File: config.mk
export PLATFORM = sky130hd
export DESIGN_NAME = channel_select_chain_bypass
export DESIGN_NICKNAME = d
export VERILOG_FILES = /design/src/core/select_chain_pkg.sv /design/src/core/sync_two_ff.sv /design/src/core/channel_select_chain_bypass.sv
export SDC_FILE = /design/constraint.sdc
export NUM_CORES = 1
export LEC_CHECK = 0
export BUFFER_PORTS_ARGS = -buffer_cell sky130_fd_sc_hd__buf_2
export CORE_MARGIN = 2
export CORE_UTILIZATION = 49
export CTS_CLUSTER_DIAMETER = 100
export DETAILED_ROUTE_END_ITERATION = 8
export MAX_ROUTING_LAYER = met4
export PLACE_DENSITY = 0.76
export SLEW_MARGIN = 20
export SYNTH_ARGS = -nofsm -noshare
export SYNTH_HDL_FRONTEND = slang
export SYNTH_HIERARCHICAL = 1
export SYNTH_SLANG_ARGS = --single-unit
export TNS_END_PERCENT = 30
File: constraint.sdc
create_clock -name sys_clk -period 2.3 [get_ports sys_clk]
set_clock_uncertainty 0.15 [all_clocks]
set_input_delay 0.23 -clock sys_clk [delete_from_list [all_inputs] [get_ports sys_clk]]
set_output_delay 0.23 -clock sys_clk [all_outputs]
set_load 0.03 [all_outputs]
File: src/core/select_chain_pkg.sv
// Constants for the channel select-chain bypass block: register map, fields, resets.
// Assumes an AXI4-Lite master with 32-bit data and one aligned word per register.
//
// How it works
// - Channel offers selection through one serial select line threaded through every unit.
// - On own address with select active, seize select and block it downstream.
// - Without address recognition, pass incoming select unchanged to the downstream output.
// - Powered down, dc power failed or off line: select bypasses the capture logic; ac-low alone does not.
// - Select reaches the capture flip-flop only while on line with dc power good.
// - Hold-out keeps the captured selection in place while it is asserted.
// - Hold-out is common to all units; dropping select releases the select path at once.
// - Select leaves downstream; the returning select-in goes back to the channel.
// - Single-pulse switch is debounced by a latch, giving one single-step set per press.
// - Online-enable switch drives a latch with true and complement outputs and indicator.
// - Ac-low and dc-low sense lines are passed on as power-fail indications.
// - Recognition needs a tagged address with odd parity; even parity never matches.
// - Unit match on bus bits 7:4 and device match on bits 3:0 decide selection.
package select_chain_pkg;
  localparam logic [3:0] CTRL_OFFSET = 4'h0;
  localparam logic [3:0] STATUS_OFFSET = 4'h4;
  localparam logic [3:0] STEP_CLEAR_OFFSET = 4'h8;

  localparam int CTRL_DEV_LSB = 0;
  localparam int CTRL_UNIT_LSB = 4;
  localparam int CTRL_DEV_ANY_BIT = 8;
  localparam int CTRL_ONLINE_REQ_BIT = 9;
  localparam int CTRL_WIDTH = 10;
  localparam logic [9:0] CTRL_RESET = 10'h000;

  localparam int STAT_CAPTURE_BIT = 0;
  localparam int STAT_BYPASS_BIT = 1;
  localparam int STAT_ONLINE_BIT = 2;
  localparam int STAT_AC_LOW_BIT = 3;
  localparam int STAT_DC_LOW_BIT = 4;
  localparam int STAT_SWITCH_BIT = 5;
  localparam int STAT_STEP_BIT = 6;
  localparam int STAT_MATCH_BIT = 7;

  localparam int STEP_CLEAR_BIT = 0;

  localparam logic [1:0] RESP_OKAY = 2'h0;
  localparam logic [1:0] RESP_SLVERR = 2'h2;
endpackage

File: src/core/sync_two_ff.sv
// Two flip-flop synchroniser for a group of independent levels.
// Assumes each bit is a slow level; no bus coherence is given across bits.
`timescale 1ns/100ps
module sync_two_ff #(
  parameter int WIDTH = 1
) (
  input wire logic sys_clk,
  input wire logic reset_n,
  input wire logic [WIDTH-1:0] async_in,
  output logic [WIDTH-1:0] sync_out
);
  logic [WIDTH-1:0] meta_r;

  // The first stage feeds only the second stage.
  always_ff @(posedge sys_clk or negedge reset_n) begin
    if (!reset_n) begin
      meta_r <= '0;
      sync_out <= '0;
    end else begin
      meta_r <= async_in;
      sync_out <= meta_r;
    end
  end
endmodule

File: src/core/channel_select_chain_bypass.sv
// Select-chain seize and bypass logic of a channel-attached unit, with panel latches,
// power-fail sense and an AXI4-Lite register slave.
// Assumes channel, panel and supply inputs are asynchronous to sys_clk (200 MHz).
//
// Added by the designer: the AXI4-Lite register port and the address map.
`timescale 1ns/100ps
module channel_select_chain_bypass (
  input wire logic sys_clk,
  input wire logic reset_n,
  // Channel side.
  input wire logic select_out_in,
  output logic select_in_up,
  input wire logic hold_out_line,
  input wire logic [7:0] bus_out,
  input wire logic bus_out_parity,
  input wire logic address_out_tag,
  // Downstream chain side.
  output logic select_out_down,
  input wire logic select_in_return,
  // Panel and supply.
  input wire logic single_pulse_make,
  input wire logic single_pulse_break,
  input wire logic online_switch_on,
  input wire logic online_switch_off,
  input wire logic ac_power_low,
  input wire logic dc_power_low,
  output logic select_capture_ff,
  output logic single_step_ff,
  output logic online_enable_switch_state,
  output logic online_enable_switch_state_n,
  output logic online_indicator,
  output logic ac_power_fail,
  output logic dc_power_fail,
  // AXI4-Lite slave.
  input wire logic [3:0] awaddr,
  input wire logic awvalid,
  output logic awready,
  input wire logic [31:0] wdata,
  input wire logic [3:0] wstrb,
  input wire logic wvalid,
  output logic wready,
  output logic [1:0] bresp,
  output logic bvalid,
  input wire logic bready,
  input wire logic [3:0] araddr,
  input wire logic arvalid,
  output logic arready,
  output logic [31:0] rdata,
  output logic [1:0] rresp,
  output logic rvalid,
  input wire logic rready
);

  ////////////////////////////////////////////////////////////////////////////////////////
  // Synchronisers.

  localparam int SYNC_W = 19;
  logic [SYNC_W-1:0] sync_q;
  logic sel_s, hold_s, ret_s, tag_s, par_s, sp_make_s, sp_break_s;
  logic on_s, off_s, acl_s, dcl_s;
  logic [7:0] bus_s;

  sync_two_ff #(.WIDTH(SYNC_W)) u_sync (
    .sys_clk(sys_clk),
    .reset_n(reset_n),
    .async_in({select_out_in, hold_out_line, select_in_return, address_out_tag,
               bus_out_parity, bus_out, single_pulse_make, single_pulse_break,
               online_switch_on, online_switch_off, ac_power_low, dc_power_low}),
    .sync_out(sync_q)
  );

  assign {sel_s, hold_s, ret_s, tag_s, par_s, bus_s, sp_make_s, sp_break_s,
          on_s, off_s, acl_s, dcl_s} = sync_q;

  ////////////////////////////////////////////////////////////////////////////////////////
  // Registers and address recognition.

  logic [select_chain_pkg::CTRL_WIDTH-1:0] ctrl_r;
  logic [3:0] dev_addr_w, unit_addr_w;
  logic dev_any_w, online_req_w;
  logic parity_good, unit_address_match, device_number_match, full_address_match;

  assign dev_addr_w = ctrl_r[select_chain_pkg::CTRL_DEV_LSB +: 4];
  assign unit_addr_w = ctrl_r[select_chain_pkg::CTRL_UNIT_LSB +: 4];
  assign dev_any_w = ctrl_r[select_chain_pkg::CTRL_DEV_ANY_BIT];
  assign online_req_w = ctrl_r[select_chain_pkg::CTRL_ONLINE_REQ_BIT];

  // Odd parity over the eight address bits plus the parity bit.
  assign parity_good = ^{bus_s, par_s};
  assign unit_address_match = tag_s & parity_good & (bus_s[7:4] == unit_addr_w);
  assign device_number_match = dev_any_w | (bus_s[3:0] == dev_addr_w);
  assign full_address_match = unit_address_match & device_number_match;

  ////////////////////////////////////////////////////////////////////////////////////////
  // Select seize and bypass.

  logic online_en_r, online_en_nxt;
  logic online_w, bypass_w, capture_nxt;
  logic select_capture_r, sel_down_r, sel_up_r;

  assign online_w = online_en_r & online_req_w & ~dcl_s;
  assign bypass_w = ~online_w;

  // Capture only sees select while the path is live; a dropped select frees it at once,
  // so a hung hold-out can never keep the chain blocked.
  assign capture_nxt = bypass_w ? 1'b0 :
                       !sel_s ? 1'b0 :
                       (hold_s & select_capture_r) ? 1'b1 :
                       full_address_match;

  always_ff @(posedge sys_clk or negedge reset_n) begin
    if (!reset_n) begin
      select_capture_r <= 1'b0;
      sel_down_r <= 1'b0;
      sel_up_r <= 1'b0;
    end else begin
      select_capture_r <= capture_nxt;
      sel_down_r <= sel_s & ~capture_nxt;
      sel_up_r <= ret_s;
    end
  end

  assign select_capture_ff = select_capture_r;
  assign select_out_down = sel_down_r;
  assign select_in_up = sel_up_r;

  ////////////////////////////////////////////////////////////////////////////////////////
  // Panel latches, single step and power-fail sense.

  logic sp_latch_r, sp_latch_nxt, step_pulse_w, step_r, step_clear_w;
  logic acf_r, dcf_r, online_n_r, indicator_r;

  // Make sets and break clears; a contact bouncing on one side cannot toggle the latch.
  assign sp_latch_nxt = sp_make_s ? 1'b1 : (sp_break_s ? 1'b0 : sp_latch_r);
  assign step_pulse_w = sp_latch_nxt & ~sp_latch_r;
  assign online_en_nxt = on_s ? 1'b1 : (off_s ? 1'b0 : online_en_r);

  always_ff @(posedge sys_clk or negedge reset_n) begin
    if (!reset_n) begin
      sp_latch_r <= 1'b0;
      step_r <= 1'b0;
      online_en_r <= 1'b0;
      online_n_r <= 1'b1;
      indicator_r <= 1'b0;
      acf_r <= 1'b0;
      dcf_r <= 1'b0;
    end else begin
      sp_latch_r <= sp_latch_nxt;
      // A new press wins over a software clear in the same cycle.
      step_r <= step_pulse_w | (step_r & ~step_clear_w);
      online_en_r <= online_en_nxt;
      online_n_r <= ~online_en_nxt;
      indicator_r <= online_en_nxt;
      acf_r <= acl_s;
      dcf_r <= dcl_s;
    end
  end

  assign single_step_ff = step_r;
  assign online_enable_switch_state = online_en_r;
  assign online_enable_switch_state_n = online_n_r;
  assign online_indicator = indicator_r;
  assign ac_power_fail = acf_r;
  assign dc_power_fail = dcf_r;

  ////////////////////////////////////////////////////////////////////////////////////////
  // AXI4-Lite slave: one write and one read at a time; read answers in the cycle after acceptance, write one cycle later.

  logic awready_r, wready_r, bvalid_r, arready_r, rvalid_r;
  logic [3:0] waddr_r;
  logic [31:0] wdata_r, rdata_r, rd_word_w;
  logic [3:0] wstrb_r;
  logic [1:0] bresp_r, rresp_r;
  logic aw_hs, w_hs, ar_hs, do_write, wr_ctrl, wr_known, rd_known;

  assign aw_hs = awvalid & awready_r;
  assign w_hs = wvalid & wready_r;
  assign ar_hs = arvalid & arready_r;
  assign do_write = ~awready_r & ~wready_r & ~bvalid_r;
  assign wr_ctrl = do_write & (waddr_r == select_chain_pkg::CTRL_OFFSET);
  assign step_clear_w = do_write & (waddr_r == select_chain_pkg::STEP_CLEAR_OFFSET) &
                        wstrb_r[0] & wdata_r[select_chain_pkg::STEP_CLEAR_BIT];
  assign wr_known = (waddr_r == select_chain_pkg::CTRL_OFFSET) |
                    (waddr_r == select_chain_pkg::STEP_CLEAR_OFFSET);
  assign rd_known = (araddr == select_chain_pkg::CTRL_OFFSET) |
                    (araddr == select_chain_pkg::STATUS_OFFSET) |
                    (araddr == select_chain_pkg::STEP_CLEAR_OFFSET);

  always_comb begin
    rd_word_w = 32'h0000_0000;
    if (araddr == select_chain_pkg::CTRL_OFFSET) begin
      rd_word_w[select_chain_pkg::CTRL_WIDTH-1:0] = ctrl_r;
    end else if (araddr == select_chain_pkg::STATUS_OFFSET) begin
      rd_word_w[select_chain_pkg::STAT_CAPTURE_BIT] = select_capture_r;
      rd_word_w[select_chain_pkg::STAT_BYPASS_BIT] = bypass_w;
      rd_word_w[select_chain_pkg::STAT_ONLINE_BIT] = online_w;
      rd_word_w[select_chain_pkg::STAT_AC_LOW_BIT] = acl_s;
      rd_word_w[select_chain_pkg::STAT_DC_LOW_BIT] = dcl_s;
      rd_word_w[select_chain_pkg::STAT_SWITCH_BIT] = online_en_r;
      rd_word_w[select_chain_pkg::STAT_STEP_BIT] = step_r;
      rd_word_w[select_chain_pkg::STAT_MATCH_BIT] = full_address_match;
    end
  end

  always_ff @(posedge sys_clk or negedge reset_n) begin
    if (!reset_n) begin
      awready_r <= 1'b1;
      wready_r <= 1'b1;
      bvalid_r <= 1'b0;
      bresp_r <= select_chain_pkg::RESP_OKAY;
      waddr_r <= 4'h0;
      wdata_r <= 32'h0000_0000;
      wstrb_r <= 4'h0;
    end else begin
      if (aw_hs) begin
        awready_r <= 1'b0;
        waddr_r <= awaddr;
      end
      if (w_hs) begin
        wready_r <= 1'b0;
        wdata_r <= wdata;
        wstrb_r <= wstrb;
      end
      if (do_write) begin
        bvalid_r <= 1'b1;
        bresp_r <= wr_known ? select_chain_pkg::RESP_OKAY : select_chain_pkg::RESP_SLVERR;
      end else if (bvalid_r & bready) begin
        bvalid_r <= 1'b0;
        awready_r <= 1'b1;
        wready_r <= 1'b1;
      end
    end
  end

  always_ff @(posedge sys_clk or negedge reset_n) begin
    if (!reset_n) begin
      ctrl_r <= select_chain_pkg::CTRL_RESET;
    end else if (wr_ctrl) begin
      if (wstrb_r[0]) begin
        ctrl_r[7:0] <= wdata_r[7:0];
      end
      if (wstrb_r[1]) begin
        ctrl_r[select_chain_pkg::CTRL_WIDTH-1:8] <= wdata_r[select_chain_pkg::CTRL_WIDTH-1:8];
      end
    end
  end

  always_ff @(posedge sys_clk or negedge reset_n) begin
    if (!reset_n) begin
      arready_r <= 1'b1;
      rvalid_r <= 1'b0;
      rdata_r <= 32'h0000_0000;
      rresp_r <= select_chain_pkg::RESP_OKAY;
    end else if (ar_hs) begin
      arready_r <= 1'b0;
      rvalid_r <= 1'b1;
      rdata_r <= rd_word_w;
      rresp_r <= rd_known ? select_chain_pkg::RESP_OKAY : select_chain_pkg::RESP_SLVERR;
    end else if (rvalid_r & rready) begin
      rvalid_r <= 1'b0;
      arready_r <= 1'b1;
    end
  end

  assign awready = awready_r;
  assign wready = wready_r;
  assign bvalid = bvalid_r;
  assign bresp = bresp_r;
  assign arready = arready_r;
  assign rvalid = rvalid_r;
  assign rdata = rdata_r;
  assign rresp = rresp_r;
endmodule

==> qor.csv <==
stage;metric;value;unit
clock_network;Reg clk slew, reported paths;0.09;ns
synth;post-synthesis mux area share;9.04;%
sta;Worst-Margin Slew;0.600;ns
finish;Area Overhead vs Synth;30.8;%
place;Post-DP Area;0.00374;mm2
global_routing;met3 Resource Use GR;5.14;%
synth;Seq/Total Area, Yosys;67.4;%
power;Leakage;2.12;nW
synth;largest family of logic cells by synthesized area;multiplexers;
outcome;status;complete, no violations;
sta;Max Fclk;542;MHz
clock_network;Longest Clk Path Bufs;2;
sta;max-slew violations;0;
setup_path;Worst setup EP type;flip-flop;
finish;# diodes;0;
place;IO Port Bufs;71;
routing;DR vias;2095;
finish;final core utilization;65.2;%
place;dpl cells;383;
sta;Max-slew headroom;59.9;%
synth;Distinct cells, synth;34;
synth;FFs w/ async S/R, synth;100;%
synth;ys flop type;dfrtp_1;
place;routability-driven placement congestion ratio;0.794;
sta;RSZ-0062 raised after global routing;false;
routing;DRC viols;0;
setup_path;WP data required;2.39;ns
global_routing;met2 GRT Util;27.8;%
power;P per Cell Area;957;mW/mm2
routing;initial DRC count;179;
global_routing;vias in the first global route;2020;
global_routing;GR Util met1;20.5;%
place;dpl hpwl;3930;um
global_routing;pin count of the biggest net entering global routing;48;
routing;Vias/cell;4.73;
clock_network;H-tree depth;3;
setup_path;crit start category;flip-flop;
routing;Initial DRT Pass Iterations;4;
clock_network;CTS Buf Count;9;
floorplan;IO Pins;120;
clock_network;Root Driver;clkbuf_8;
synth;xor/xnor cell area share of the yosys netlist;4.33;%
clock_network;later-pin clock latency in the skew report;0.36;ns
sta;setup TNS;0;ns
setup_path;CP arrival;1.93;ns
floorplan;Die Ht;86.7;um
floorplan;Core Footprint;0.00672;mm2
setup_path;critical path peak fanout;8;
sta;min cycle time layout;1.84;ns
synth;Synth Area in Simple Gates;6.31;%
synth;Cells after Synth;233;
synth;Post-synth EDFFs;0;
synth;Compound-Gate Fraction of Synth Area;5.98;%
floorplan;Row Count;30;
synth;Cell Area, Synth;0.00335;mm2
global_routing;initial antenna violation count;0;
finish;# fillers;499;
synth;dominant cell type by area after synthesis;dfrtp_1;
global_routing;GR Overflow Total;0;
sta;endpoints failing setup;0;
synth;synthesis-stage register bit count;90;
worst_hold_path;HP Class;in2reg;
power;worst vdd ir;0.446;mV
sta;fin crit share;80.2;%
floorplan;initial core utilization;49.9;%
synth;yosys warns;6;
finish;share of layout cells above drive strength 1;34.7;%
setup_path;worst setup path class;reg2reg;
clock_network;CTS Sinks;90;
floorplan;die width;86.7;um
synth;Post-Synth Adder-Cell Area;0;%
job;max cap viols;0;
synth;Avg Cell Area, Syn;14.4;um2
floorplan;die area;0.00751;mm2
clock_network;setup repair bufs after CTS;0;
finish;nets;428;
global_routing;busiest layer in global routing;met2;
synth;largest cells by area after synthesis;dfrtp_1 64%, mux2_2 8.7%, buf_4 5.6%;
routing;ANT nets after route;0;
power;Total Power;4.19;mW
routing;WL per Instance;13.5;um
finish;Final Instance Area;0.00438;mm2
sta;endpoints failing hold;0;
global_routing;first-pass GRT wire length;9400;um
clock_network;CTS tree;yes;
global_routing;GR Util All Layers;17.5;%
routing;routed wire length;5980;um
finish;Final Instance Count excl. Fillers;443;
synth;post-synth top area share;64.3;%
==> worst max-delay path, stage by stage (launching register included) <==
cell	delay, ns
dfstp_2	0.39
or3_4	0.40
nor4_4	0.29
nand3b_4	0.19
mux2_2	0.31
==> cell usage in the layout, fill, tap and decap left out, drive strengths merged, types with 4 or more instances in the layout <==
cell type	netlist	final
nand2	18	18
mux2	26	26
dfstp	4	4
a22oi	7	7
xor2	9	9
conb	1	24
clkbuf	3	10
buf	25	75
inv	8	8
dfrtp	86	86
xnor2	5	5
dlygate4sd3	0	44
o21ai	14	14
==> layout make-up <==
type                            instances  area (um2)  share of cell area (%)
Clock buffer                           10         138                    3.14
Clock inverter                          6        66.3                    1.51
Inverter                                8        30.0                   0.685
Tap cell                               80         100                    2.28
Multi-Input combinational cell        130         950                    21.7
Sequential cell                        90        2260                    51.5
Timing Repair Buffer                  119         841                    19.2
==> where the power goes <==
| part | internal (mW) | leakage, nW | switching (mW) |
|---|---|---|---|
| registers | 1.93 | 1.08 | 0.271 |
| clock network | 0.531 | 0.0945 | 0.537 |
| logic | 0.458 | 0.939 | 0.469 |
==> synthesized netlist by cell type (2+ instances only) <==
cell,number
dfrtp_1,86
mux2_2,26
buf_4,25
nand2_1,18
o21ai_0,14
xor2_1,9
inv_1,8
a22oi_1,7
xnor2_1,5
dfstp_2,4
clkbuf_1,3
nand4_1,3
nand3_1,2
nand3b_1,2
o31ai_1,2
==> kinds of logic after synthesis <==
family | Yosys count
compound gates | 31
xor+xnor | 15
buf+inv | 36
flops | 90
mux | 27
other cells | 1
simple gates | 33
==> final timing paths <==
check | from | to | slack (ns) | cells past startpoint
setup / recovery | wready | ctrl_r[4] | 0.46 | 4
hold / removal | araddr[0] | rresp[1] | 0.06 | 3
setup reg to reg | wready | ctrl_r[4] | 0.46 | 4
min in group asynchronous | reset_n | u_sync/meta_r[16] | 0.09 | 2
max in group asynchronous | reset_n | arready | 1.24 | 3
hold reg to reg | u_sync/meta_r[5] | u_sync/sync_out[5] | 0.20 | 0
==> registers in the layout, summed over array words and instances, names as in the netlist, 2 cells and up <==
name             count
ctrl_r              10
rdata               10
u_sync/meta_r       19
u_sync/sync_out     19
waddr_r              4
wdata_r             10
wstrb_r              2
==> per-stage QoR <==
stage | hold WS [ns] | setup slack [ns]
2_1_floorplan | -0.216 | 0.459
3_3_place_gp | -0.0813 | 0.474
6_report | 0.0599 | 0.455
3_5_place_dp | -0.0793 | 0.457
4_1_cts | 0.0453 | 0.434
5_1_grt | 0.0532 | 0.349
==> what timing repair did <==
action                                 in CTS  in global routing
hold buffers                               44                  0
endpoints found under the hold margin     127                  0
resized for setup                           0                  0
==> metal layers <==
layer  vias to the layer above  part of all wire [%]
li1                        992                     -
met1                      1016                    41
met2                        77                    51
met3                        10                   5.2
met4                         0                   2.0
met5                         -                     0
No activity file was read; power rests on OpenSTA's default activity.
